## src/sdct_defines.vh

```
// Constants for the smart DAC command and status register group
// Functional notes
// - Key field value 0101 is unlock password
// - Reset field 1010 fires full reset, self-clears
// - Bit 7 loads outputs with sync enabled
// - Bit 6 clears channels to zero/mid code
// - Bit 4 starts fault record, self-clears
// - Bit 3 launches protect, self-clears
// - Bit 2 reads one store row, self-clears
// - Bit 1 writes settings into store
// - Bit 0 restores store into register map
// - Bits 14,6,2 issue margin-low, self-clear
// - Bits 13,5,1 issue margin-high, self-clear
// - Bits 12,4,0 are waveform run levels
// - Bit 3 clears channel 1 comparator latches
// - Status packs CRC, busy, part, revision
// - Busy channel refuses margin-low/high commands
// - Busy store refuses store commands
// - User CRC flag set on load failure
`ifndef SDCT_DEFINES_VH
`define SDCT_DEFINES_VH

// Register offsets
`define SDCT_ADDR_GLOBAL   8'h20
`define SDCT_ADDR_CHANNEL  8'h21
`define SDCT_ADDR_STATUS   8'h22

// Global trigger fields
`define SDCT_KEY_HI        15
`define SDCT_KEY_LO        12
`define SDCT_RST_HI        11
`define SDCT_RST_LO        8
`define SDCT_BIT_LOAD      7
`define SDCT_BIT_CLEAR     6
`define SDCT_BIT_FAULT     4
`define SDCT_BIT_PROTECT   3
`define SDCT_BIT_ROWREAD   2
`define SDCT_BIT_STOREWR   1
`define SDCT_BIT_RESTORE   0
`define SDCT_UNLOCK_KEY    4'h5
`define SDCT_RESET_KEY     4'hA

// Channel trigger fields, channels 0, 1, 2
`define SDCT_CH0_LO        6
`define SDCT_CH0_HI        5
`define SDCT_CH0_RUN       4
`define SDCT_CH1_LO        2
`define SDCT_CH1_HI        1
`define SDCT_CH1_RUN       0
`define SDCT_CH2_LO        14
`define SDCT_CH2_HI        13
`define SDCT_CH2_RUN       12
`define SDCT_BIT_CMPCLR    3

// Status fields
`define SDCT_ST_FCRC       15
`define SDCT_ST_UCRC       14
`define SDCT_ST_FIXED1     13
`define SDCT_ST_BUSY1      12
`define SDCT_ST_BUSY0      11
`define SDCT_ST_BUSY2      9
`define SDCT_ST_SBUSY      8

// Reset values
`define SDCT_RESET_VALUE   16'h0000
`define SDCT_PART_ID       6'h2A
`define SDCT_REV_ID        2'h0

// Soft reset pulse length in cycles
`define SDCT_SRST_CYCLES   4'h8

`endif

```

## src/sdct_pulse.v

```verilog
// One-cycle command strobe with a busy refusal gate
`timescale 1ns/1ps
module sdct_pulse
(
	input  wire clock,
	input  wire nrst,
	input  wire fire,
	input  wire busy,
	output reg  strobe
);

	// Strobe is registered; a busy target drops the command
	always @(posedge clock or negedge nrst)
	begin
		if (!nrst)
			strobe <= 1'b0;
		else
			strobe <= fire & ~busy;
	end

endmodule

```

## src/sdct_level.v

```verilog
// Sticky status flag, set wins over clear
`timescale 1ns/1ps
module sdct_level
(
	input  wire clock,
	input  wire nrst,
	input  wire set,
	input  wire clear,
	output reg  flag
);

	// Setting has priority so a coincident event is never lost
	always @(posedge clock or negedge nrst)
	begin
		if (!nrst)
			flag <= 1'b0;
		else if (set)
			flag <= 1'b1;
		else if (clear)
			flag <= 1'b0;
	end

endmodule

```

## src/sdct_regs.v

```verilog
// Global trigger, channel trigger and device status register group
`timescale 1ns/1ps
`include "sdct_defines.vh"
module sdct_regs
(
	input  wire        clock,
	input  wire        nrst,
	input  wire [7:0]  reg_addr,
	input  wire        reg_wr,
	input  wire        reg_rd,
	input  wire [15:0] reg_wdata,
	output reg  [15:0] reg_rdata,
	input  wire        register_lock,
	input  wire [2:0]  sync_load_enable,
	input  wire [2:0]  clear_level_select,
	input  wire [2:0]  channel_busy,
	input  wire        store_busy_flag,
	input  wire        factory_crc_fail,
	input  wire        user_load_fail,
	output reg         unlock_key_valid,
	output reg         soft_reset,
	output reg  [2:0]  sync_output_load,
	output reg  [2:0]  clear_zero,
	output reg  [2:0]  clear_mid,
	output wire        fault_record_start,
	output wire        protect_start,
	output wire        store_row_read_trigger,
	output wire        store_write_trigger,
	output wire        store_restore_trigger,
	output wire [2:0]  margin_low_trigger,
	output wire [2:0]  margin_high_trigger,
	output reg  [2:0]  waveform_run,
	output reg         comparator_latch_clear
);

	// Stored state and decode wires
	reg  [3:0]  key;            // Readable unlock key field
	reg  [3:0]  srst_cnt;       // Soft reset stretch counter
	reg         factory_crc;    // Factory store CRC error
	wire        user_crc;       // User store CRC error
	wire        wr_glb;         // Write to global trigger
	wire        wr_chn;         // Write to channel trigger
	wire        wr_ok;          // Write accepted past lock
	wire        store_cmd;      // Unlocked write to global trigger
	wire [2:0]  lo_req;         // Margin-low requests per channel
	wire [2:0]  hi_req;         // Margin-high requests per channel
	wire [15:0] status;         // Assembled status word

	// Lock guards every field except the key, which must pass to unlock
	assign wr_ok  = reg_wr & ~register_lock;
	assign wr_glb = reg_wr & (reg_addr == `SDCT_ADDR_GLOBAL);
	assign wr_chn = wr_ok & (reg_addr == `SDCT_ADDR_CHANNEL);
	assign store_cmd = wr_glb & ~register_lock;

	// Per channel margin requests gathered from scattered bits
	assign lo_req = {reg_wdata[`SDCT_CH2_LO], reg_wdata[`SDCT_CH1_LO],
		reg_wdata[`SDCT_CH0_LO]} & {3{wr_chn}};
	assign hi_req = {reg_wdata[`SDCT_CH2_HI], reg_wdata[`SDCT_CH1_HI],
		reg_wdata[`SDCT_CH0_HI]} & {3{wr_chn}};

	// Key field and unlock detection
	always @(posedge clock or negedge nrst)
	begin
		if (!nrst)
		begin
			key              <= 4'h0;
			unlock_key_valid <= 1'b0;
		end
		else if (soft_reset)
		begin
			key              <= 4'h0;
			unlock_key_valid <= 1'b0;
		end
		else if (wr_glb)
		begin
			key              <= reg_wdata[`SDCT_KEY_HI:`SDCT_KEY_LO];
			unlock_key_valid <= (reg_wdata[`SDCT_KEY_HI:`SDCT_KEY_LO] ==
				`SDCT_UNLOCK_KEY);
		end
	end

	// Soft reset stretched over a few cycles so the core sees it settle
	always @(posedge clock or negedge nrst)
	begin
		if (!nrst)
		begin
			srst_cnt   <= 4'h0;
			soft_reset <= 1'b0;
		end
		else if (wr_glb && !register_lock &&
			reg_wdata[`SDCT_RST_HI:`SDCT_RST_LO] == `SDCT_RESET_KEY)
		begin
			srst_cnt   <= `SDCT_SRST_CYCLES;
			soft_reset <= 1'b1;
		end
		else if (srst_cnt != 4'h0)
		begin
			srst_cnt   <= srst_cnt - 4'h1;
			soft_reset <= (srst_cnt != 4'h1);
		end
		else
			soft_reset <= 1'b0;
	end

	// Global one-shot commands; trigger bits are never stored
	always @(posedge clock or negedge nrst)
	begin
		if (!nrst)
		begin
			sync_output_load <= 3'h0;
			clear_zero       <= 3'h0;
			clear_mid        <= 3'h0;
		end
		else
		begin
			sync_output_load <= {3{wr_glb & ~register_lock &
				reg_wdata[`SDCT_BIT_LOAD]}} & sync_load_enable;
			clear_zero <= {3{wr_glb & ~register_lock &
				reg_wdata[`SDCT_BIT_CLEAR]}} & ~clear_level_select;
			clear_mid  <= {3{wr_glb & ~register_lock &
				reg_wdata[`SDCT_BIT_CLEAR]}} & clear_level_select;
		end
	end

	// Fault record and protect strobes
	sdct_pulse u_fault
	(
		.clock  (clock),
		.nrst   (nrst),
		.fire   (store_cmd & reg_wdata[`SDCT_BIT_FAULT]),
		.busy   (store_busy_flag),
		.strobe (fault_record_start)
	);
	sdct_pulse u_protect
	(
		.clock  (clock),
		.nrst   (nrst),
		.fire   (store_cmd & reg_wdata[`SDCT_BIT_PROTECT]),
		.busy   (1'b0),
		.strobe (protect_start)
	);

	// Store commands dropped while the store is busy
	sdct_pulse u_rowrd
	(
		.clock  (clock),
		.nrst   (nrst),
		.fire   (store_cmd & reg_wdata[`SDCT_BIT_ROWREAD]),
		.busy   (store_busy_flag),
		.strobe (store_row_read_trigger)
	);
	sdct_pulse u_storewr
	(
		.clock  (clock),
		.nrst   (nrst),
		.fire   (store_cmd & reg_wdata[`SDCT_BIT_STOREWR]),
		.busy   (store_busy_flag),
		.strobe (store_write_trigger)
	);
	sdct_pulse u_restore
	(
		.clock  (clock),
		.nrst   (nrst),
		.fire   (store_cmd & reg_wdata[`SDCT_BIT_RESTORE]),
		.busy   (store_busy_flag),
		.strobe (store_restore_trigger)
	);

	// Per channel margin strobes, refused while the channel is busy
	genvar ch;
	generate
		for (ch = 0; ch < 3; ch = ch + 1)
		begin : g_ch
			sdct_pulse u_lo
			(
				.clock  (clock),
				.nrst   (nrst),
				.fire   (lo_req[ch]),
				.busy   (channel_busy[ch]),
				.strobe (margin_low_trigger[ch])
			);
			sdct_pulse u_hi
			(
				.clock  (clock),
				.nrst   (nrst),
				.fire   (hi_req[ch]),
				.busy   (channel_busy[ch]),
				.strobe (margin_high_trigger[ch])
			);
		end
	endgenerate

	// Waveform run levels and comparator latch clear
	always @(posedge clock or negedge nrst)
	begin
		if (!nrst)
		begin
			waveform_run           <= 3'h0;
			comparator_latch_clear <= 1'b0;
		end
		else if (soft_reset)
		begin
			waveform_run           <= 3'h0;
			comparator_latch_clear <= 1'b0;
		end
		else
		begin
			comparator_latch_clear <= wr_chn & reg_wdata[`SDCT_BIT_CMPCLR];
			if (wr_chn)
				waveform_run <= {reg_wdata[`SDCT_CH2_RUN], reg_wdata[`SDCT_CH1_RUN],
					reg_wdata[`SDCT_CH0_RUN]};
		end
	end

	// Factory CRC error is sticky once its source pulses; a soft reset drops it
	always @(posedge clock or negedge nrst)
	begin
		if (!nrst)
			factory_crc <= 1'b0;
		else if (factory_crc_fail)
			factory_crc <= 1'b1;
		else if (soft_reset)
			factory_crc <= 1'b0;
	end

	// User CRC error is sticky; operations continue while it is set
	sdct_level u_ucrc
	(
		.clock (clock),
		.nrst  (nrst),
		.set   (user_load_fail),
		.clear (soft_reset),
		.flag  (user_crc)
	);

	// Status word assembly
	assign status = {factory_crc, user_crc, 1'b1, channel_busy[1], channel_busy[0],
		1'b0, channel_busy[2], store_busy_flag, `SDCT_PART_ID, `SDCT_REV_ID};

	// Read mux; trigger bits and unused bits read as zero
	always @(posedge clock or negedge nrst)
	begin
		if (!nrst)
			reg_rdata <= `SDCT_RESET_VALUE;
		else if (reg_rd)
		begin
			case (reg_addr)
				`SDCT_ADDR_GLOBAL:
					reg_rdata <= {key, 12'h000};
				`SDCT_ADDR_CHANNEL:
					reg_rdata <= {3'h0, waveform_run[2], 7'h00, waveform_run[0],
						3'h0, waveform_run[1]};
				`SDCT_ADDR_STATUS:
					reg_rdata <= status;
				default:
					reg_rdata <= 16'h0000;
			endcase
		end
	end

endmodule

```

## config.mk

```make
export PLATFORM = sky130hd
export DESIGN_NAME = sdct_regs
export DESIGN_NICKNAME = d
export VERILOG_FILES = /design/src/sdct_pulse.v /design/src/sdct_level.v /design/src/sdct_regs.v
export VERILOG_INCLUDE_DIRS = /design/src
export SDC_FILE = /design/constraint.sdc
export NUM_CORES = 1
export LEC_CHECK = 0
export ABC_AREA = 1
export ABC_CLOCK_PERIOD_IN_PS = 1550
export BUFFER_PORTS_ARGS = -buffer_cell sky130_fd_sc_hd__buf_4
export CAP_MARGIN = 20
export CORE_MARGIN = 3
export CORE_UTILIZATION = 50
export CTS_BUF_LIST = sky130_fd_sc_hd__clkbuf_8
export DETAILED_ROUTE_END_ITERATION = 10
export PLACE_DENSITY = 0.89
export SLEW_MARGIN = 20
export SYNTH_ARGS = -nofsm -noshare
export SYNTH_HDL_FRONTEND = slang
export SYNTH_HIERARCHICAL = 1
export SYNTH_SLANG_ARGS = --single-unit
```

## constraint.sdc

```tcl
create_clock -name clock -period 1.55 [get_ports clock]
set_input_delay 0.2325 -clock clock [delete_from_list [all_inputs] [get_ports clock]]
set_output_delay 0.2325 -clock clock [all_outputs]
set_load 0.02 [all_outputs]
```

* After elaboration in Yosys (flattened, before gate mapping)
Index checks and enable logic that the tools add are counted.
Word-level totals: flip-flop bits (word level) 52, output and inout bits 42
Operators by class: add/sub/neg operators 1, equal/unequal tests 6, multiplexer cells 15, bitwise operators 33, reductions and logical operators 9
Operator list (number):
- one-hot mux 16 bit (3 select lines) | 1
- equality test 8 x 6 -> 1 bit, second input constant | 3
- AND 1 bit | 22
- 2-to-1 mux 4 bit | 4
- AND 3 bit | 5
- nonzero test 2 bit | 5
- 2-to-1 mux 1 bit | 8
- 2-to-1 mux 3 bit | 2
- NOT 1 bit | 5
- equality test 4 x 3 -> 1 bit, second input constant | 1
- equality test 4 bit, second input constant | 1
- inequality test 4 x 1 -> 1 bit, second input constant | 1
- nonzero test 4 bit | 1
- subtractor 4 x 1 -> 4 bit, second input constant | 1
- NOT 3 bit | 1
- logical AND 1 bit | 2
- logical NOT 1 bit | 1

* Longest topological paths before layout
Gate-level depths: netlist of the first run.
depth after elaboration 5, depth in mapped cells 9

* Cells and area by module
The synthesis of the first run kept the hierarchy.
By module, submodules not included:
- sdct_regs | times used 1, cells an instance 208, area each 1715.4 sq um, sequential area each 850.8 sq um
- sdct_pulse | times used 11, cells an instance 3, area each 35.0 sq um, sequential area each 25.0 sq um
- sdct_level | times used 1, cells an instance 5, area each 40.0 sq um, sequential area each 25.0 sq um

* Worst setup path before layout of the first run
No wires, ideal clock.
path type register to register, start register soft_reset, end register key[2], arrival 1057 ps, required time 1484 ps, setup slack 427 ps, stages on the path, launching flop included 5, path buffers 1, clock period less this slack 1123 ps, path through dfrtp_1 -> inv_1 -> buf_1 -> nand3_1 -> nand2_1
On the way: word-level cells in the longest chain between the ends 1
RTL lines:
- start, declared | line sdct_regs.v:21 | output reg soft_reset,
- start signal, assigned | line sdct_regs.v:99 | soft_reset <= (srst_cnt != 4'h1);
- 2-to-1 mux 4 bit or nonzero test 2 bit (tied branches)
- end signal, assigned | line sdct_regs.v:76 | key <= reg_wdata[`SDCT_KEY_HI:`SDCT_KEY_LO];
- end, declared | line sdct_regs.v:37 | reg [3:0] key;
Several ways; a longest one is shown, not always the timed one. A chain may end at the register's enable or synchronous reset.

* Worst setup path in the final report of the first run
start register srst_cnt[0], end register srst_cnt[1]
On the way: word-level cells in the longest chain between the ends 3
RTL lines:
- start, declared | line sdct_regs.v:38 | reg [3:0] srst_cnt;
- start signal, assigned | line sdct_regs.v:93 | srst_cnt <= `SDCT_SRST_CYCLES;
- start signal, assigned | line sdct_regs.v:98 | srst_cnt <= srst_cnt - 4'h1;
- subtractor 4 x 1 -> 4 bit | line sdct_regs.v:98
- 2-to-1 mux 4 bit | line sdct_regs.v:96 | else if (srst_cnt != 4'h0)
- 2-to-1 mux 4 bit | line sdct_regs.v:90 | else if (wr_glb && !register_lock &&
Several ways; a longest one is shown, not always the timed one. The select of a mux whose other input is x is not followed.

==> results.md, run 1 <==
* Status: completed
* EDFF count, synth at 0
* Setup-failing EPs final at 0
* GR Overflow Total at 0
* Maximum vdd drop at 0.0006805 V
* Share of cells above drive strength 1 at 0.3506
* Reg clk slew, reported paths at 0.09 ns
* Max Cap Viol at 0
* Layout area overhead at 32.61%
* Final Skew at 0.006366 ns
* Post-synthesis compound-gate area fraction at 0.01987
* Post-Syn Area per Cell at 8.702 um^2
* Initial DRC Count at 94
* Final-stage net count at 372
* CP Class: reg -> reg
* Antenna Nets Post-Route at 0
* Drt first pass iters at 4
* GPL Wtd Cong at 0.8081
* Seq pwr share at 0.517
* Dpl cells at 370
* Crit path max-delay family: flip-flops
* Clock share of power at 0.269
* CTS Root Cell: clkbuf_8
* Final Total Pwr at 2598 uW
* WP buf/inv at 3
* Hpwl dp at 3.653 mm
* Post-route minimum period at 1.239 ns
* Hold_buf cts at 1
* DRC viols at 0
* Yosys top cell area share at 0.5377
* Final worst slack at 0.3107 ns
* Net Sw Power at 790.0 uW
* Crit-path slowest cell: dfrtp_1
* Max-slew headroom at 0.6154
* Fin. Hold Viols at 0
* Critical Path Most Common Cell: inv_1
* HP Start: clear_level_select[2]
* Net Sw Frac at 0.3041
* Sequential area share after synthesis at 0.5377
* Final period utilization at 0.7996
* Clock Sinks at 46
* Worst hold path type: in -> reg
* Async set-reset flop share out of synthesis at 1.000
* CP arrival at 1.48 ns
* Setup_tns at 0 ns
* Critical Path RT at 1.79 ns
* Die area at 5103 um^2
* CP max stage delay at 0.38 ns
* Starting Density at 0.5276
* Main flop type after synthesis: dfrtp_1
* Clock buffer count from CTS at 5
* Ant diodes at 0
* Post-Synth Adder-Cell Area at 0.01753
* Worst Path Max Fanout at 4
* GRT Total Usage at 0.1886
* Post-CTS sizing at 0
* Type of destination of the critical path: flip-flop
* Syn. warnings at 6
* P_leak at 0.001681 uW
* CTS Buffer Depth at 2
* Xor and xnor area share after synthesis at 0.01227
* Worst-Margin Slew at 0.5768 ns
* Top cells by count, synth: inv_1, nand2_1, dfrtp_1
* Via count of the first global-routing pass at 1760
* Simple-gate portion of the synthesized area at 0.2911
* Critical path origin: srst_cnt[0]$_DFFE_PN0P_
* Finished Layout Cells at 378
* Final Slew Violations at 0
* R2R Path Start: srst_cnt[0]$_DFFE_PN0P_
* Die Y at 71.44 um
* Worst path cell trace: inv_1 > ha_1 > nand2_1 > inv_1 > o21ai_0 > nand2_1 > inv_1
* Comb power frac at 0.214
* Largest net degree at the start of global routing at 47
* FMAX at 806.9 MHz
* Max H-tree Level at 2
* Mapped Area at 2141 um^2
* CP startpoint kind: flip-flop
* I/O pin count at 83
* Register bit total from synthesis at 46
* Largest family of logic cells by synthesized area: simple AND/OR/NAND/NOR gates
* Initial antenna violation count at 0
* Core area at 4058 um^2
* Cell variety after synth at 26
* Die W at 71.44 um
* Worst skew pair latency at 0.30 ns
* DP Worst Slack at 0.1139 ns
* Row Count at 23
* Vias at 1773
* RSZ-0062 raised after global routing: no
* Setup Buffers After CTS at 0
* Global-route wire length before repair at 7.548 mm
* CTS tree: done
* Vias/cell at 4.690
* Routed wire length at 4.620 mm
* Most common cell in the netlist: inv_1
* Internal Power at 1808 uW
* Pwr Density at 915.0 nW/um^2
* Multiplexer area fraction after synthesis at 0
* Routed length per instance at 12.22 um
* Post-Syn Instances at 246
* Top cells by area, synth: dfrtp_1, inv_1, nand2_1
* Synth area leader: dfrtp_1
* Port-buffer cells at 78
## path summary, 6_finish.rpt
check	to	slack, ns	cells after the start
max	srst_cnt[1]$_DFFE_PN0P_	0.31	7
min	clear_zero[2]$_DFF_PN0_	0.07	2
max reg2reg	srst_cnt[1]$_DFFE_PN0P_	0.31	7
min reg2reg	reg_rdata[15]$_DFFE_PN0P_	0.49	2
max in group asynchronous	key[3]$_DFFE_PN0P_	0.69	2
min in group asynchronous	reg_rdata[14]$_DFFE_PN0P_	0.47	2
## sequential cells by signal (all words and copies together) (netlist names), 3 cells and up
signal	cells
clear_mid	3
clear_zero	3
reg_rdata	10
sync_output_load	3
key	4
srst_cnt	4
g_ch.u_lo/strobe	3
g_ch.u_hi/strobe	3
waveform_run	3
## through the flow
stage / utilization / hold WS [ns] / area [um^2]
after floorplan: - / -0.06309 / 2156
after global placement: 0.6778 / 0.2622 / 2750
after detailed placement: 0.6778 / 0.2698 / 2750
after CTS: 0.6997 / 0.07623 / 2839
after global routing: 0.6997 / 0.07196 / 2839
final: 0.6997 / 0.07371 / 2839
## layout by cell type, fill, tap and decap left out, drive strengths merged
cell type	n
nand4	3
o21bai	1
xor2	1
nor2	40
xnor2	2
dlygate4sd3	1
buf	78
nand3	25
o21ai	7
nand2	51
dfrtp	46
nor3b	1
inv	53
nor3	3
conb	5
clkbuf	5
clkinv	3
ha	3
## area by class of cell
| cell class | instances | area (um^2) |
|---|---|---|
| clock buffers | 5 | 68.82 |
| flip-flops and latches | 46 | 1151 |
| well taps | 50 | 62.56 |
| fillers | 326 | 1219 |
| clock inverters | 2 | 10.01 |
| inverters | 54 | 202.7 |
| multi-input cells | 142 | 748.2 |
| repair buffers | 79 | 595.6 |
## metal layers
layer | GRT usage | part of all wire
met5 | 0 | 0
met4 | 0.05846 | 0.016
met3 | 0.07013 | 0.098
met2 | 0.3276 | 0.49
met1 | 0.2157 | 0.40
## power groups by stage
stage          sequential (uW)  clock (uW)  combinational (uW)
2_1_floorplan             1360           0                 353
6_report                  1340         699                 555
3_3_place_gp              1360           0                 519
5_1_grt                   1350         753                 626
3_5_place_dp              1370           0                 553
4_1_cts                   1340         706                 555
## cell families (layout without fill, tap and decap cells)
family | Yosys count | in the layout
AO/OA/AOI/OAI | 8 | 8
AND/OR/NAND/NOR | 123 | 123
other | 1 | 5
buffers and inverters | 62 | 140
XOR/XNOR | 3 | 3
adder cells (fa/ha/maj) | 3 | 3
flip-flops | 46 | 46
## worst reg2reg max path, stage by stage, from the launching register on
cell	delay [ns]
dfrtp_1	0.38
inv_1	0.10
ha_1	0.21
nand2_1	0.11
inv_1	0.09
o21ai_0	0.17
nand2_1	0.07
inv_1	0.06
No activity file was read; power rests on OpenSTA's default activity.
==> inputs of run 2 (changes only) <==
--- a/config.mk
+++ b/config.mk
@@ -7,7 +7,7 @@
 export NUM_CORES = 1
 export LEC_CHECK = 0
 export ABC_AREA = 1
-export ABC_CLOCK_PERIOD_IN_PS = 1550
+export ABC_CLOCK_PERIOD_IN_PS = 1190
 export BUFFER_PORTS_ARGS = -buffer_cell sky130_fd_sc_hd__buf_4
 export CAP_MARGIN = 20
 export CORE_MARGIN = 3
==> constraint.sdc (replaced) <==
create_clock -name clock -period 1.19 [get_ports clock]
set_input_delay 0.1785 -clock clock [delete_from_list [all_inputs] [get_ports clock]]
set_output_delay 0.1785 -clock clock [all_outputs]
set_load 0.02 [all_outputs]
==> results.md, run 2 (same netlist as run 1, synthesis figures left out) <==
* Status: completed
* Routed metal-1 wire length at 1.772 mm (-4.1%)
* Via count of the first global-routing pass at 1766 (+0.34%)
* R2R Path Start: srst_cnt[1]$_DFFE_PN0P_
* Filler cells at 305 (-6.4%)
* I/O pin count at 83 (unchanged)
* FMAX at 882.0 MHz (+9.3%)
* Largest regs: reg_rdata x10, key x4, srst_cnt x4
* GR Overflow Total at 0 (unchanged)
* Critical Path RT at 1.39 ns (-0.40 ns)
* Top Metal Used: met4
* Worst-Margin Slew at 0.5653 ns (-0.01153 ns)
* Max Cap Viol at 0 (unchanged)
* Hold slack at 0.02971 ns (-0.04400 ns)
* Vias at 1802 (+1.6%)
* P_leak at 0.001746 uW (+3.9%)
* Design Area, Final at 2977 um^2 (+4.8%)
* Vias/cell at 4.621 (-1.5%)
* Antenna Nets Post-Route at 0 (unchanged)
* Drt first pass iters at 4 (unchanged)
* Routed length per instance at 11.77 um (-3.7%)
* Max-slew headroom at 0.6231 (+0.007688)
* Routed wire length at 4.592 mm (-0.61%)
* Pwr Density at 1252 nW/um^2 (+37%)
* Maximum vdd drop at 0.001147 V (+69%)
* Finished Layout Cells at 390 (+3.2%)
* Port-buffer cells at 78 (unchanged)
* Final Skew at 0.003663 ns (-0.002704 ns)
* CP arrival at 1.33 ns (-0.15 ns)
* Met2 WL at 2.365 mm (+5.3%)
* Ant diodes at 0 (unchanged)
* Cell Area, Placed at 2825 um^2 (+2.7%)
* Worst Path Max Fanout at 3 (-1)
* Layout area overhead at 39.04%
* Initial antenna violation count at 0 (unchanged)
* Worst hold path type: in -> reg
* Core area at 4058 um^2 (unchanged)
* Post-route minimum period at 1.134 ns (-0.1055 ns)
* CTS Root Cell: clkbuf_8
* CP Class: reg -> reg
* Reg clk slew, reported paths at 0.09 ns (about the same)
* Die W at 71.44 um (unchanged)
* Hpwl dp at 3.562 mm (-2.5%)
* Critical path origin: srst_cnt[1]$_DFFE_PN0P_
* HP Start: clear_level_select[2]
* Final-stage net count at 383 (+3.0%)
* CP startpoint kind: flip-flop
* Dpl cells at 380 (+2.7%)
* Worst skew pair latency at 0.30 ns (about the same)
* Total length of routed met3 wires at 417 um (-7.5%)
* GRT Total Usage at 0.1909 (+0.002330)
* Most flop-heavy register: reg_rdata
* Row Count at 23 (unchanged)
* Final period utilization at 0.9528 (+0.1532)
* Starting Density at 0.5276 (unchanged)
* CTS Buffer Depth at 2 (unchanged)
* Die area at 5103 um^2 (unchanged)
* Setup-failing EPs final at 0 (unchanged)
* Initial DRC Count at 93 (-1.1%)
* Fin. Hold Viols at 0 (unchanged)
* Clock buffer count from CTS at 5 (unchanged)
* Final Slew Violations at 0 (unchanged)
* Type of destination of the critical path: flip-flop
* Die Y at 71.44 um (unchanged)
* Global-route wire length before repair at 7.617 mm (+0.91%)
* CTS tree: done
* Max H-tree Level at 2 (unchanged)
* DRC viols at 0 (unchanged)
* Share of cells above drive strength 1 at 0.3941 (+0.04351)
* Commonest non-fill, non-tap cells in the layout: buf_4, inv_1, nand2_1
* Layout Utilization at 0.7336 (+0.03392)
* Setup_tns at 0 ns (unchanged)
* GPL Wtd Cong at 0.8247 (+2.1%)
* Commonest non-fill, non-tap cell in the layout: buf_4
* Largest net degree at the start of global routing at 47 (unchanged)
* Clock Sinks at 46 (unchanged)
* Largest register FFs at 10 (unchanged)
-- run 2: cell types whose count changed in the layout (fill, tap and decap cells not counted), moves of 2 or more --
cell / previous run / this run
buf_4: 78 / 89
inv_2: 3 / 6
inv_1: 50 / 48
clkinv_2: 2 / 0
-- run 2: path summary, 6_finish.rpt --
check,endpoint,slack (ns),depth (start not counted)
setup / recovery,srst_cnt[2]$_DFFE_PN0P_,0.06,6
min in group asynchronous,reg_rdata[12]$_DFFE_PN0P_,0.41,2
hold reg to reg,reg_rdata[15]$_DFFE_PN0P_,0.49,2
max in group asynchronous,soft_reset$_DFF_PN0_,0.37,2
setup reg to reg,srst_cnt[2]$_DFFE_PN0P_,0.06,6
hold / removal,clear_zero[2]$_DFF_PN0_,0.03,2
-- run 2: final cells by class --
type,instances,area [um^2],area share
clock inverters,3,41.29,0.01387
inverters,54,202.7,0.06810
multi-input cells,142,770.7,0.2589
repair buffers,90,678.2,0.2278
flip-flops and latches,46,1152,0.3871
well taps,50,62.56,0.02102
clock buffers,5,68.82,0.02312
-- run 2: critical path, stage by stage, from the launching register on --
cell and delay [ns]:
dfrtp_1 0.40, inv_2 0.08, ha_1 0.19, xnor2_1 0.20, nor2_1 0.06, nand2_1 0.06, inv_1 0.05
-- run 2: through the flow --
stage               total power [uW]  worst slack (ns)
finish                          3728           0.05617
floorplan                       2231           0.06740
global route                    3950       -0.00002232
CTS                             3657          0.006308
detailed placement              2489          -0.09189
global placement                2459          -0.05408
-- run 2: what timing repair did --
| item | in CTS | in global routing |
|---|---|---|
| pin swaps | 0 | 1 |
| hold buffers | 1 | 0 |
| setup endpoints to repair | 2 | 5 |
| buffers inserted | 1 | 0 |
| resized for setup | 0 | 10 |
| endpoints found under the hold margin | 46 | 0 |
-- run 2: power by group --
part	switching [uW]	internal, uW	total (uW)
sequential	103	1660	1770
combinational	459	363	822
clock	522	618	1140
total	1080	2640	3730
-- run 2: metal layers --
| layer | track usage | vias to the layer above |
|---|---|---|
| met3 | 0.07433 | 5 |
| met5 | 0 | - |
| met4 | 0.05219 | 0 |
| met1 | 0.2155 | 829 |
| met2 | 0.3357 | 64 |
| li1 | - | 904 |
==> inputs of run 3 (changes only) <==
--- a/config.mk
+++ b/config.mk
@@ -14,6 +14,7 @@
 export CORE_UTILIZATION = 50
 export CTS_BUF_LIST = sky130_fd_sc_hd__clkbuf_8
 export DETAILED_ROUTE_END_ITERATION = 10
+export MAX_ROUTING_LAYER = met4
 export PLACE_DENSITY = 0.89
 export SLEW_MARGIN = 20
 export SYNTH_ARGS = -nofsm -noshare
==> results.md, run 3 (same netlist as run 1, synthesis figures left out) <==
* Hold Path Cell Cnt at 2 (unchanged)
* Commonest non-fill, non-tap cell in the layout: buf_4
* Worst hold path type: in -> reg
* CTS Root Cell: clkbuf_8
* Worst Path Max Fanout at 3 (unchanged)
* Worst skew pair latency at 0.30 ns (about the same)
* Worst path cell trace: nor2_1 > nand2_2 > xor2_1 > inv_1 > nand2_1 > inv_1
* Global-route wire length before repair at 7.603 mm (-0.18%)
* GPL Wtd Cong at 0.8372 (+1.5%)
* Initial antenna violation count at 0 (unchanged)
* Reg area at 1152 um^2 (unchanged)
* I/O pin count at 83 (unchanged)
* CTS tree: done
* WP buf/inv at 2 (unchanged)
* Critical Path RT at 1.39 ns (about the same)
* P_leak at 0.001746 uW (about the same)
* Largest regs: reg_rdata x10, key x4, srst_cnt x4
* Vias/cell at 4.667 (+1.0%)
* Type of destination of the critical path: flip-flop
* Die W at 71.44 um (unchanged)
* CP arrival at 1.33 ns (about the same)
* Maximum vdd drop at 0.001149 V (+0.16%)
* GR Overflow Total at 0 (unchanged)
* CTS Buffer Depth at 2 (unchanged)
* Max H-tree Level at 2 (unchanged)
* Post-route minimum period at 1.132 ns (-0.001376 ns)
* Critical Path Most Common Cell: inv_1
* CP max stage delay at 0.43 ns (+0.03 ns)
* Max Cap Viol at 0 (unchanged)
* Layout Utilization at 0.7330 (about the same)
* Layout area overhead at 38.92% (about the same)
* Ant diodes at 0 (unchanged)
* GRT Total Usage at 0.1967 (+0.005811)
* Final Skew at 0.004198 ns (+0.0005355 ns)
* Share of cells above drive strength 1 at 0.3912 (-0.002941)
* Crit. path cell count at 6 (unchanged)
* Commonest non-fill, non-tap cells in the layout: buf_4, inv_1, nand2_1
* Final period utilization at 0.9516 (-0.001156)
* Clock buffer count from CTS at 5 (unchanged)
* Largest net degree at the start of global routing at 47 (unchanged)
* Crit-path slowest cell: dfrtp_1
* Largest register FFs at 10 (unchanged)
* Setup_tns at 0 ns (unchanged)
* DRC viols at 0 (unchanged)
* Most flop-heavy register: reg_rdata
* Final-stage net count at 383 (unchanged)
* Port-buffer cells at 78 (unchanged)
* Pwr Density at 1249 nW/um^2 (-0.28%)
* Core area at 4058 um^2 (unchanged)
* Setup-failing EPs final at 0 (unchanged)
* Hpwl dp at 3.562 mm (unchanged)
* Vias at 1820 (+1.0%)
* FMAX at 883.0 MHz (+0.12%)
* Multi-input logic area at 768.2 um^2 (-0.32%)
* Clock Sinks at 46 (unchanged)
* Filler cells at 307 (+0.66%)
* Reg2reg path depth at 6 (unchanged)
* Die Y at 71.44 um (unchanged)
* CP startpoint kind: flip-flop
* Row Count at 23 (unchanged)
* Worst-Margin Slew at 0.5665 ns (+0.001210 ns)
* Crit path max-delay family: flip-flops
* Via count of the first global-routing pass at 1766 (unchanged)
* Reg clk slew, reported paths at 0.09 ns (about the same)
* Drt first pass iters at 4 (unchanged)
* Status: completed
* Initial DRC Count at 111 (+19%)
* Routed length per instance at 11.78 um (about the same)
* Antenna Nets Post-Route at 0 (unchanged)
* Fin. Hold Viols at 0 (unchanged)
* Starting Density at 0.5276 (unchanged)
* Routed wire length at 4.593 mm (about the same)
* Max-slew headroom at 0.6223 (-0.0008070)
* Final Slew Violations at 0 (unchanged)
* CP Class: reg -> reg
* Die area at 5103 um^2 (unchanged)
-- run 3: per-layer routing --
metal	vias up	part of all wire	track usage
met5	-	0	-
met4	0	0.0081	0.05219
met3	5	0.087	0.06452
met2	72	0.51	0.3357
met1	837	0.39	0.2220
li1	906	-	-
-- run 3: layout make-up --
cell class                      count  share of cell area
Timing Repair Buffer               90              0.2280
Inverter                           54             0.06815
Tap cell                           50             0.02103
Clock inverter                      3             0.01388
Clock buffer                        5             0.02314
Multi-Input combinational cell    142              0.2583
Sequential cell                    46              0.3875
-- run 3: path summary, 6_finish.rpt --
kind | endpoint | from | slack [ns]
setup / recovery | srst_cnt[0]$_DFFE_PN0P_ | srst_cnt[2]$_DFFE_PN0P_ | 0.06
hold / removal | clear_zero[2]$_DFF_PN0_ | clear_level_select[2] | 0.03
setup reg to reg | srst_cnt[0]$_DFFE_PN0P_ | srst_cnt[2]$_DFFE_PN0P_ | 0.06
hold reg to reg | reg_rdata[15]$_DFFE_PN0P_ | reg_rdata[15]$_DFFE_PN0P_ | 0.49
max in group asynchronous | soft_reset$_DFF_PN0_ | nrst | 0.37
min in group asynchronous | reg_rdata[12]$_DFFE_PN0P_ | nrst | 0.41
-- run 3: power by group --
group	leakage (uW)	internal (uW)	total (uW)	switching, uW
Sequential	0.000625	1660	1760	96.2
Clock	0.0000556	618	1140	520
Combinational	0.00106	359	817	457
Total	0.00175	2640	3710	1070
-- run 3: what timing repair did --
item,4_1_cts,5_1_grt
pin swaps,0,1
gates cloned,0,0
buffers inserted,1,0
endpoints found under the hold margin,46,0
gates resized for setup,0,9
hold buffers,1,0
endpoints found under the setup margin,2,5
-- run 3: per-stage QoR --
step           setup slack, ns  hold slack [ns]  std cells  instance area, um^2  total power (uW)
2_1_floorplan          0.06740          -0.1171        250                 2156              2231
3_3_place_gp          -0.05408           0.2021        380                 2825              2459
3_5_place_dp          -0.09189           0.2124        380                 2825              2489
4_1_cts               0.006308          0.02000        390                 2953              3657
5_1_grt               -0.04459          0.01175        390                 2974              3939
6_report               0.05755          0.03023        390                 2974              3715
